===== src/design/emw_pkg.sv =====
// What this block does
// One window address reaches eight filter words in order; reads walk the same order.
// Slot pointer advances only when the top byte lane (lane 0 big-endian) is used.
// Byte mask bit j puts frame byte offset+j into that filter's CRC; bit 31 zero.
// Four-bit command: bit 0 enables, bit 3 multicast else unicast, bits 2:1 reserved.
// Eight-bit offset marks first examined byte; software keeps it at 12 or more.
// Each filter holds a 16-bit expected CRC compared with the masked-byte CRC.
// Wake frame: enabled filter, matching address type, and equal CRC.
// No clock is gated here; receive path keeps working in power-down.
// A valid wake frame raises the wake interrupt and leaves power-down.
// Reading the power-management register clears the pending wake interrupt.
// Software powers down: stop TX DMA, disable MAC, drain, arm, enable RX, gate clocks.
// Interface select field: 001 is RGMII, 100 is RMII, others reserved.
// Flow control high sends PAUSE in full duplex, back-pressure in half duplex.
// Speed bit: 1 selects 100 Mbps, 0 selects 10 Mbps.
// RMII clock bit: 1 selects 25 MHz, 0 selects 2.5 MHz.
// RGMII clock field: 00 is 125 MHz, 11 is 25 MHz, 10 is 2.5 MHz.
// RMII mode bit 1 selects RMII; 0 is reserved.
// RGMII delaylines of 100 elements; TX value bits 6:0, RX value bits 13:7.
// TX delayline active with bit 14, RX with bit 15, else bypassed.
// Software builds DMA-owned descriptor chains, two or more with second-frame mode.
// DMA status interrupt bits clear on write of one, e.g. bit 16 summary.
// Op mode bit 1 runs receive DMA, bit 13 runs transmit DMA.
// Descriptor not owned suspends that direction; poll-demand write resumes it.
// MAC configuration bit 3 enables transmitter, bit 2 enables receiver.
// After slot 7 the pointer returns to slot 0.
package emw_pkg;
   localparam int AW = 16;
   localparam int DW = 32;
   localparam int NFILT = 4;
   localparam int NSLOT = 8;
   // ==========================================
   // Register offsets
   localparam logic [AW-1:0] OFS_MACCFG  = 16'h0000;
   localparam logic [AW-1:0] OFS_WAKE    = 16'h0028;
   localparam logic [AW-1:0] OFS_PMT     = 16'h002C;
   localparam logic [AW-1:0] OFS_BUSCFG  = 16'h0030;
   localparam logic [AW-1:0] OFS_TXPOLL  = 16'h1004;
   localparam logic [AW-1:0] OFS_RXPOLL  = 16'h1008;
   localparam logic [AW-1:0] OFS_STATUS  = 16'h1014;
   localparam logic [AW-1:0] OFS_OPMODE  = 16'h1018;
   localparam logic [AW-1:0] OFS_GLUE_A  = 16'h2004;
   localparam logic [AW-1:0] OFS_GLUE_B  = 16'h200C;
   // ==========================================
   // Field positions
   localparam int MC_RX_ON   = 2;
   localparam int MC_TX_ON   = 3;
   localparam int MC_FDX     = 11;
   localparam int PM_PDOWN   = 0;
   localparam int PM_WFE     = 2;
   localparam int PM_WAKE    = 6;
   localparam int OM_RX_RUN  = 1;
   localparam int OM_TX_RUN  = 13;
   localparam int ST_TXDONE  = 0;
   localparam int ST_RXSUSP  = 17;
   localparam int ST_TXSUSP  = 20;
   localparam int ST_NIS     = 16;
   localparam int LANE_MSB   = 3;
   localparam int LANE_BE    = 0;
   localparam int CMD_EN     = 0;
   localparam int CMD_MCAST  = 3;
   localparam int GLUE_W     = 16;
   // ==========================================
   // Filter word layout and CRC
   localparam int SLOT_CMD   = 4;
   localparam int SLOT_OFS   = 5;
   localparam int SLOT_CRC   = 6;
   localparam logic [7:0]  MASK_LEN = 8'h1F;
   localparam logic [7:0]  BCNT_MAX = 8'hFF;
   localparam logic [15:0] CRC_POLY = 16'h8005;
   localparam logic [15:0] CRC_INIT = 16'hFFFF;
   localparam logic [1:0]  DIBIT_SFD = 2'h3;
   localparam logic [2:0]  PHY_RGMII = 3'h1;
   localparam logic [2:0]  PHY_RMII  = 3'h4;

   typedef struct packed {
      logic       clk;
      logic       dv;
      logic [1:0] d;
   } emw_rmii_t;

   typedef struct packed {
      logic       if_rgmii;
      logic       if_rmii;
      logic       speed100;
      logic       rmii_clk25;
      logic [1:0] rgmii_clk;
      logic       rmii_mode;
      logic       tx_dly_en;
      logic [6:0] tx_dly;
      logic       rx_dly_en;
      logic [6:0] rx_dly;
   } emw_glue_t;

   typedef enum logic [1:0] {DMA_STOP, DMA_RUN, DMA_SUSP} emw_dma_t;

   function automatic logic [15:0] emw_crc8(input logic [15:0] c, input logic [7:0] d);
      logic [15:0] r;
      r = c;
      for (int k = 0; k < 8; k++) begin
         r = (r[15] ^ d[k]) ? ((r << 1) ^ CRC_POLY) : (r << 1);
      end
      return r;
   endfunction : emw_crc8
endpackage : emw_pkg


===== src/design/emw_top.sv =====
// Implementation choice: the strobed register port.
module emw_top (
   input  wire logic                     i_mclk,
   input  wire logic                     i_nrst,
   input  wire logic [emw_pkg::AW-1:0]   i_addr,
   input  wire logic [emw_pkg::DW-1:0]   i_wdata,
   input  wire logic [3:0]               i_be,
   input  wire logic                     i_wr,
   input  wire logic                     i_rd,
   output logic      [emw_pkg::DW-1:0]   o_rdata,
   input  wire emw_pkg::emw_rmii_t       i_rmii,
   input  wire logic                     i_tx_done,
   input  wire logic                     i_tx_own,
   input  wire logic                     i_rx_own,
   output logic                          o_wake_irq,
   output logic                          o_pdown,
   output emw_pkg::emw_glue_t            o_glue,
   output logic                          o_pause_req,
   output logic                          o_backpress,
   output logic                          o_mac_tx_on,
   output logic                          o_mac_rx_on,
   output logic                          o_tx_dma_run,
   output logic                          o_rx_dma_run
);
   import emw_pkg::*;

   // ==========================================
   // Receive path, sampled from the link pins
   emw_rmii_t  rx_s1, rx_s2, rx_s3;
   logic       hunt, next_hunt;
   logic [1:0] dcnt, next_dcnt;
   logic [7:0] sh, next_sh;
   logic [7:0] bcnt, next_bcnt;
   logic       byte_vld, next_byte_vld;
   logic       sof, next_sof;
   logic       mcast, next_mcast;
   logic       wake_evt, next_wake_evt;
   logic [NFILT-1:0] hit;
   logic [DW-1:0] slot [0:NSLOT-1];
   logic [DW-1:0] next_slot [0:NSLOT-1];

   // Receive logic is not gated by power-down, only by the MAC receiver enable, so wake detection survives power-down
   always_comb begin
      next_hunt     = hunt;
      next_dcnt     = dcnt;
      next_sh       = sh;
      next_bcnt     = bcnt;
      next_byte_vld = 1'b0;
      next_sof      = 1'b0;
      next_mcast    = mcast;
      next_wake_evt = 1'b0;
      if (rx_s2.clk && !rx_s3.clk) begin
         if (!rx_s2.dv) begin
            next_hunt     = 1'b1;
            next_wake_evt = !hunt && (|hit);
         end else if (!o_mac_rx_on) begin
            next_hunt = 1'b1;
         end else if (hunt) begin
            if (rx_s2.d == DIBIT_SFD) begin
               next_hunt = 1'b0;
               next_dcnt = 2'h0;
               next_bcnt = 8'h00;
               next_sof  = 1'b1;
            end
         end else begin
            next_sh   = {rx_s2.d, sh[7:2]};
            next_dcnt = dcnt + 2'h1;
            next_byte_vld = (dcnt == 2'h3);
         end
      end
      if (byte_vld && bcnt != BCNT_MAX) begin
         next_bcnt = bcnt + 8'h01;
      end
      if (byte_vld && bcnt == 8'h00) begin
         next_mcast = sh[0];
      end
   end

   always_ff @(posedge i_mclk or negedge i_nrst) begin
      if (!i_nrst) begin
         rx_s1    <= '0;
         rx_s2    <= '0;
         rx_s3    <= '0;
         hunt     <= 1'b1;
         dcnt     <= 2'h0;
         sh       <= 8'h00;
         bcnt     <= 8'h00;
         byte_vld <= 1'b0;
         sof      <= 1'b0;
         mcast    <= 1'b0;
         wake_evt <= 1'b0;
      end else begin
         rx_s1    <= i_rmii;
         rx_s2    <= rx_s1;
         rx_s3    <= rx_s2;
         hunt     <= next_hunt;
         dcnt     <= next_dcnt;
         sh       <= next_sh;
         bcnt     <= next_bcnt;
         byte_vld <= next_byte_vld;
         sof      <= next_sof;
         mcast    <= next_mcast;
         wake_evt <= next_wake_evt;
      end
   end

   // ==========================================
   // Wake-up filters
   for (genvar f = 0; f < NFILT; f++) begin : g_filt
      logic [15:0] crc, next_crc;
      logic [30:0] mask;
      logic [3:0]  cmd;
      logic [7:0]  ofs;
      logic [7:0]  rel;
      logic [15:0] ref_crc;
      assign mask    = slot[f][30:0];
      assign cmd     = slot[SLOT_CMD][f*8 +: 4];
      assign ofs     = slot[SLOT_OFS][f*8 +: 8];
      assign ref_crc = slot[SLOT_CRC + f/2][(f%2)*16 +: 16];
      assign rel     = bcnt - ofs;
      // Bit 31 of the mask is never looked at
      always_comb begin
         next_crc = crc;
         if (sof) begin
            next_crc = CRC_INIT;
         end else if (byte_vld && bcnt >= ofs && rel < MASK_LEN && mask[rel[4:0]]) begin
            next_crc = emw_crc8(crc, sh);
         end
      end
      always_ff @(posedge i_mclk or negedge i_nrst) begin
         if (!i_nrst) begin
            crc <= CRC_INIT;
         end else begin
            crc <= next_crc;
         end
      end
      // Reserved command bits 2:1 do not matter
      assign hit[f] = cmd[CMD_EN] && (cmd[CMD_MCAST] == mcast) && (crc == ref_crc);
   end

   // ==========================================
   // Register port
   logic [2:0]        ptr, next_ptr;
   logic              be_mode, next_be_mode;
   logic              fdx, next_fdx;
   logic              wfe, next_wfe;
   logic              txdone, next_txdone;
   logic              nis, next_nis;
   logic [GLUE_W-1:0] glue_a, next_glue_a;
   logic [GLUE_W-1:0] glue_b, next_glue_b;
   emw_dma_t          tx_state, next_tx_state;
   emw_dma_t          rx_state, next_rx_state;
   logic [DW-1:0]     next_rdata;
   logic              next_irq, next_pdown;
   logic              next_mac_tx, next_mac_rx, next_tx_run, next_rx_run;
   logic              lane, win_acc;
   emw_glue_t         next_glue;

   assign lane    = be_mode ? i_be[LANE_BE] : i_be[LANE_MSB];
   assign win_acc = (i_wr || i_rd) && (i_addr == OFS_WAKE);

   always_comb begin
      next_slot    = slot;
      next_ptr     = ptr;
      next_be_mode = be_mode;
      next_fdx     = fdx;
      next_wfe     = wfe;
      next_glue_a  = glue_a;
      next_glue_b  = glue_b;
      next_mac_tx  = o_mac_tx_on;
      next_mac_rx  = o_mac_rx_on;
      next_tx_run  = o_tx_dma_run;
      next_rx_run  = o_rx_dma_run;
      next_pdown   = o_pdown;
      next_irq     = o_wake_irq;
      next_txdone  = txdone;
      next_nis     = nis;
      next_rdata   = '0;
      next_tx_state = tx_state;
      next_rx_state = rx_state;
      if (i_wr) begin
         unique case (i_addr)
            OFS_WAKE: begin
               for (int b = 0; b < 4; b++) begin
                  if (i_be[b]) begin
                     next_slot[ptr][b*8 +: 8] = i_wdata[b*8 +: 8];
                  end
               end
            end
            OFS_MACCFG: begin
               next_mac_tx = i_wdata[MC_TX_ON];
               next_mac_rx = i_wdata[MC_RX_ON];
               next_fdx    = i_wdata[MC_FDX];
            end
            OFS_PMT: begin
               next_pdown = i_wdata[PM_PDOWN];
               next_wfe   = i_wdata[PM_WFE];
            end
            OFS_BUSCFG: next_be_mode = i_wdata[0];
            OFS_OPMODE: begin
               next_rx_run = i_wdata[OM_RX_RUN];
               next_tx_run = i_wdata[OM_TX_RUN];
            end
            OFS_STATUS: begin
               if (i_wdata[ST_TXDONE]) next_txdone = 1'b0;
               if (i_wdata[ST_NIS]) next_nis = 1'b0;
            end
            OFS_GLUE_A: next_glue_a = i_wdata[GLUE_W-1:0];
            OFS_GLUE_B: next_glue_b = i_wdata[GLUE_W-1:0];
            default: ;
         endcase
      end
      if (i_rd) begin
         unique case (i_addr)
            OFS_WAKE:   next_rdata = slot[ptr];
            OFS_MACCFG: begin
               next_rdata[MC_TX_ON] = o_mac_tx_on;
               next_rdata[MC_RX_ON] = o_mac_rx_on;
               next_rdata[MC_FDX]   = fdx;
            end
            OFS_PMT: begin
               next_rdata[PM_PDOWN] = o_pdown;
               next_rdata[PM_WFE]   = wfe;
               next_rdata[PM_WAKE]  = o_wake_irq;
               next_irq = 1'b0;
            end
            OFS_BUSCFG: next_rdata[0] = be_mode;
            OFS_OPMODE: begin
               next_rdata[OM_RX_RUN] = o_rx_dma_run;
               next_rdata[OM_TX_RUN] = o_tx_dma_run;
            end
            OFS_STATUS: begin
               next_rdata[ST_TXDONE] = txdone;
               next_rdata[ST_NIS]    = nis;
               next_rdata[ST_TXSUSP] = (tx_state == DMA_SUSP);
               next_rdata[ST_RXSUSP] = (rx_state == DMA_SUSP);
            end
            OFS_GLUE_A: next_rdata[GLUE_W-1:0] = glue_a;
            OFS_GLUE_B: next_rdata[GLUE_W-1:0] = glue_b;
            default: ;
         endcase
      end
      // Pointer wraps from 7 to 0 by its width
      if (win_acc && lane) begin
         next_ptr = ptr + 3'h1;
      end
      // Sets come last so an event beats a clear in the same cycle
      if (i_tx_done) begin
         next_txdone = 1'b1;
         next_nis    = 1'b1;
      end
      if (wake_evt && o_pdown && wfe) begin
         next_irq   = 1'b1;
         next_pdown = 1'b0;
      end
      unique case (tx_state)
         DMA_STOP: if (o_tx_dma_run) next_tx_state = DMA_RUN;
         DMA_RUN:  if (!i_tx_own) next_tx_state = DMA_SUSP;
         DMA_SUSP: if (i_wr && i_addr == OFS_TXPOLL) next_tx_state = DMA_RUN;
      endcase
      unique case (rx_state)
         DMA_STOP: if (o_rx_dma_run) next_rx_state = DMA_RUN;
         DMA_RUN:  if (!i_rx_own) next_rx_state = DMA_SUSP;
         DMA_SUSP: if (i_wr && i_addr == OFS_RXPOLL) next_rx_state = DMA_RUN;
      endcase
      if (!o_tx_dma_run) next_tx_state = DMA_STOP;
      if (!o_rx_dma_run) next_rx_state = DMA_STOP;
   end

   // Glue fields, decoded one cycle behind their registers
   always_comb begin
      next_glue.if_rgmii   = (glue_a[8:6] == PHY_RGMII);
      next_glue.if_rmii    = (glue_a[8:6] == PHY_RMII);
      next_glue.speed100   = glue_a[10];
      next_glue.rmii_clk25 = glue_a[11];
      next_glue.rgmii_clk  = glue_a[13:12];
      next_glue.rmii_mode  = glue_a[14];
      next_glue.tx_dly     = glue_b[6:0];
      next_glue.rx_dly     = glue_b[13:7];
      next_glue.tx_dly_en  = glue_b[14];
      next_glue.rx_dly_en  = glue_b[15];
   end

   always_ff @(posedge i_mclk or negedge i_nrst) begin
      if (!i_nrst) begin
         for (int s = 0; s < NSLOT; s++) begin
            slot[s] <= '0;
         end
         ptr          <= 3'h0;
         be_mode      <= 1'b0;
         fdx          <= 1'b0;
         wfe          <= 1'b0;
         glue_a       <= '0;
         glue_b       <= '0;
         txdone       <= 1'b0;
         nis          <= 1'b0;
         tx_state     <= DMA_STOP;
         rx_state     <= DMA_STOP;
         o_rdata      <= '0;
         o_wake_irq   <= 1'b0;
         o_pdown      <= 1'b0;
         o_glue       <= '0;
         o_pause_req  <= 1'b0;
         o_backpress  <= 1'b0;
         o_mac_tx_on  <= 1'b0;
         o_mac_rx_on  <= 1'b0;
         o_tx_dma_run <= 1'b0;
         o_rx_dma_run <= 1'b0;
      end else begin
         slot         <= next_slot;
         ptr          <= next_ptr;
         be_mode      <= next_be_mode;
         fdx          <= next_fdx;
         wfe          <= next_wfe;
         glue_a       <= next_glue_a;
         glue_b       <= next_glue_b;
         txdone       <= next_txdone;
         nis          <= next_nis;
         tx_state     <= next_tx_state;
         rx_state     <= next_rx_state;
         o_rdata      <= next_rdata;
         o_wake_irq   <= next_irq;
         o_pdown      <= next_pdown;
         o_glue       <= next_glue;
         o_pause_req  <= glue_a[9] && fdx;
         o_backpress  <= glue_a[9] && !fdx;
         o_mac_tx_on  <= next_mac_tx;
         o_mac_rx_on  <= next_mac_rx;
         o_tx_dma_run <= next_tx_run;
         o_rx_dma_run <= next_rx_run;
      end
   end
endmodule : emw_top


===== config.mk =====
export PLATFORM = sky130hd
export DESIGN_NAME = emw_top
export DESIGN_NICKNAME = d
export VERILOG_FILES = /design/src/design/emw_pkg.sv /design/src/design/emw_top.sv
export SDC_FILE = /design/constraint.sdc
export NUM_CORES = 1
export LEC_CHECK = 0
export BUFFER_PORTS_ARGS = -buffer_cell sky130_fd_sc_hd__buf_2
export CAP_MARGIN = 10
export CORE_UTILIZATION = 55
export CTS_CLUSTER_SIZE = 14
export DETAILED_ROUTE_END_ITERATION = 10
export PLACE_DENSITY = 0.73
export SLEW_MARGIN = 15
export SYNTH_ARGS = -nofsm -noshare
export SYNTH_HDL_FRONTEND = slang
export SYNTH_SLANG_ARGS = --single-unit

===== constraint.sdc =====
create_clock -name i_mclk -period 3.4 [get_ports i_mclk]
set_input_delay 0.17 -clock i_mclk [delete_from_list [all_inputs] [get_ports i_mclk]]
set_output_delay 0.17 -clock i_mclk [all_outputs]
set_load 0.02 [all_outputs]

==> insert_results.sql <==
INSERT INTO impl_metrics (metric_group, metric, value, unit) VALUES
('run_status', 'status', 'complete, no violations', ''),
('synthesis', 'yosys.area_share.simple', '0.09298', ''),
('final_layout', 'filler_cell_count', '3199', ''),
('critical_path', 'critPathRequiredTime', '3900', 'ps'),
('final_layout', 'syn2layout_area_growth', '14.92', '%'),
('place', 'gp_congestion', '0.9795', ''),
('route', 'num_vias', '17280', ''),
('clocking', 'clockBufferDepth', '3', ''),
('final_layout', 'area_of_combinational_cells_with_multiple_inputs', '11370', 'um^2'),
('route', 'routed_via_density', '6.458', ''),
('critical_path', 'crit_path_end_kind', 'register', ''),
('floorplanning', 'num_io_pins', '126', ''),
('final_layout', 'sequential_cell_area', '11570', 'um^2'),
('critical_path', 'crit_path_top_delay_cell', 'fa_1', ''),
('clocking', 'clock_pin_transition_on_the_worst_setup_and_hold_timing_paths', '60', 'ps'),
('floorplanning', 'fp.dieArea', '43470', 'um^2'),
('run', 'maxCapViolCount', '0', ''),
('final_layout', 'finish.utilization', '0.6411', ''),
('clocking', 'cts_inserted_buffers', '48', ''),
('clocking', 'post_cts_buffers', '0', ''),
('critical_path', 'critPathLaunchType', 'register', ''),
('critical_path', 'crit_path_max_fanout', '24', ''),
('grt', 'grt_usage', '0.3310', ''),
('critical_path', 'timing_worst_setup_path_type', 'reg -> reg', ''),
('final_layout', 'finished_cell_area', '26950', 'um^2'),
('synthesis', 'mappedNetlistNets', '2008', ''),
('sta', 'post-route-min-period', '3283', 'ps'),
('place', 'io_buffer_count', '125', ''),
('floorplanning', 'core_region_area', '42040', 'um^2'),
('synthesis', 'synth_mux_area_frac', '0.2049', ''),
('synthesis', 'synth_compound_area_frac', '0.09223', ''),
('final_layout', 'top_library_cells_by_usage_in_the_layout_fill_and_taps_aside', 'dfrtp_1, mux2_2, xnor2_1, buf_2, nand2_1', ''),
('clocking', 'clkSinkCount', '459', ''),
('route', 'drc_errors', '0', ''),
('sta', 'worst_pin_slew', '1101', 'ps'),
('power_and_ir_drop', 'power_per_cell_area', '413.3', 'nW/um^2'),
('sta', 'finalCritPeriodShare', '0.9655', ''),
('floorplanning', 'die-height', '208.5', 'um'),
('route', 'postRouteWirelength', '70570', 'um'),
('place', 'detailed_place_hpwl', '50710', 'um'),
('synthesis', 'synth.avg_cell_area', '12.31', 'um^2'),
('synthesis', 'synth_xor_xnor_area_share', '0.07148', ''),
('final_layout', 'antenna_cells', '0', ''),
('synthesis', 'synth.ff_latch_count', '459', ''),
('sta', 'maxSlewHeadroom', '0.2661', ''),
('critical_path', 'arrival_time_of_data_at_the_critical_path_endpoint', '3780', 'ps'),
('sta', 'fin_setup_tns', '0', 'ps'),
('clocking', 'cts_root_buf', 'clkbuf_16', ''),
('synthesis', 'synth.lib_cells_used.distinct', '72', ''),
('min_path', 'hp-class', 'in -> reg', ''),
('synthesis', 'ys_warnings', '0', ''),
('floorplanning', 'initial_standard_cell_utilization_of_the_core', '0.5579', ''),
('final_layout', 'finalNetCount', '2200', ''),
('critical_path', 'critical_path.max_stage_delay', '730', 'ps'),
('power_and_ir_drop', 'finalPower', '11.14', 'mW'),
('sta', 'final.hold.worst_slack', '54.85', 'ps'),
('critical_path', 'timing.critical_path.cells', 'inv_1 -> ha_1 -> fa_1 -> mux4_2 -> mux4_2 -> a22oi_2 -> buf_12 -> mux2i_1 -> nand2_1', ''),
('power_and_ir_drop', 'leakage_power_of_the_design', '12.62', 'nW'),
('synthesis', 'synth_adder_area_share', '0.02262', ''),
('sta', 'setup_viol', '0', ''),
('clocking', 'worstSkewPairLatency', '620', 'ps'),
('grt', 'grt_pass1_vias', '17140', ''),
('route', 'drt_iter0_markers', '1893', ''),
('grt', 'grt_max_degree', '92', ''),
('grt', 'grt_antenna_before_repair', '1', ''),
('route', 'average_routed_wire_per_standard_cell', '26.38', 'um'),
('route', 'ant_nets', '0', ''),
('floorplanning', 'std_cell_rows', '75', ''),
('critical_path', 'critPathMostFrequentCell', 'mux4_2', ''),
('sta', 'drv_slew', '0', ''),
('sta', 'fin_worst_skew', '19.12', 'ps');
==> final cells by class <==
| class | instances | share of cell area |
|---|---|---|
| clock inverters | 26 | 0.01040 |
| inverters | 45 | 0.006267 |
| clock buffers | 63 | 0.04925 |
| repair buffers | 225 | 0.05821 |
| flip-flops and latches | 459 | 0.4292 |
| multi-input cells | 1318 | 0.4217 |
| well taps | 539 | 0.02502 |
==> per-layer routing <==
metal,track usage,up-vias,share of wire
met3,0.05343,197,0.076
met2,0.5036,906,0.45
met4,0.2020,2,0.067
li1,-,7428,-
met1,0.4473,8743,0.40
met5,0,-,0.00095
==> logic make-up after synthesis <==
family	count (synthesis)
adders and majority gates	40
buffers and inverters	128
muxes	397
xor gates and xnor gates	188
AOI/OAI and AO/OA	312
and+or+nand+nor	381
DFF	459
==> worst max-delay path, delay by kind of cell (launching register included) <==
kind                       cells  cell delay, ps
buffers and inverters          2             380
adders and majority gates      2            1000
muxes                          3            1080
DFF                            1             420
and+or+nand+nor                1              70
AOI/OAI and AO/OA              1             200
==> worst paths after layout <==
path                             from               endpoint  slack [ps]  cells past startpoint
min                        i_wdata[2]      g_filt[3].mask[2]          50                      2
min in group asynchronous      i_nrst  g_filt[0].ref_crc[11]         190                      2
max reg2reg                   bcnt[0]      g_filt[2].crc[12]         120                      9
max                           bcnt[0]      g_filt[2].crc[12]         120                      9
min reg2reg                  rx_s1[0]               rx_s2[0]         350                      0
max in group asynchronous      i_nrst     g_filt[1].mask[19]        2200                      3
==> repair_timing <==
| action | CTS | global route |
|---|---|---|
| hold buffers | 38 | 0 |
| hold endpoints to repair | 268 | 0 |
| endpoints found under the setup margin | 0 | 7 |
| gates resized for setup | 0 | 1 |
==> flip-flops by register name, indices dropped and copies added, names as in the netlist, 3 cells and up <==
signal	flops
bcnt	8
g_filt.cmd	16
g_filt.crc	64
g_filt.mask	124
g_filt.ofs	32
g_filt.ref_crc	64
glue_a	16
glue_b	16
o_glue	23
o_rdata	32
ptr	3
rx_s1	4
rx_s2	4
sh	8
slot	20
==> where the power goes <==
part	total (mW)	internal, mW	switching [mW]
clock network	5.38	3.02	2.36
logic	0.285	0.0766	0.208
registers	5.47	5.47	0.00249
==> metrics by stage <==
step | std cells | setup WS [ps]
floorplan | 1905 | 317.9
global placement | 2548 | 232.3
detailed placement | 2548 | 85.29
CTS | 2675 | 57.79
global route | 2675 | 8.741
finish | 2675 | 117.4
==> synthesized netlist by cell type, drive strengths merged, types with 4 or more instances <==
library cell    n  area [um^2]
nand2b         19        118.9
mux4           35        788.3
a22oi          12        100.1
o2111ai         5        43.79
clkbuf         50        187.7
or4            12        90.09
and2            8        50.05
nor2b          15        93.84
o22ai          76        475.5
a21o            7        52.55
or2             6        37.54
dfstp          65         1708
or3             7        43.79
a222oi          9        90.09
nor3           14        70.07
mux2          315         3547
o21ai          40        200.2
nand4          17        106.4
mux2i          47        470.5
a31oi           8        50.05
nand2          92        375.4
nand3          51        255.2
a21oi          32        160.2
nor4           19        125.1
dfrtp         394         9859
nand3b          4        30.03
fa              4        80.08
inv            45        168.9
ha             36        450.4
xnor2         125         1102
o22a           13        113.9
buf            33        173.9
nor3b           4        30.03
o211ai         62        465.5
o41ai           4        35.03
nor2           98        620.6
nor4b           5        43.79
o221ai         16        140.1
xor2           63        574.3
Note: power is estimated with default switching activity, not from simulation.
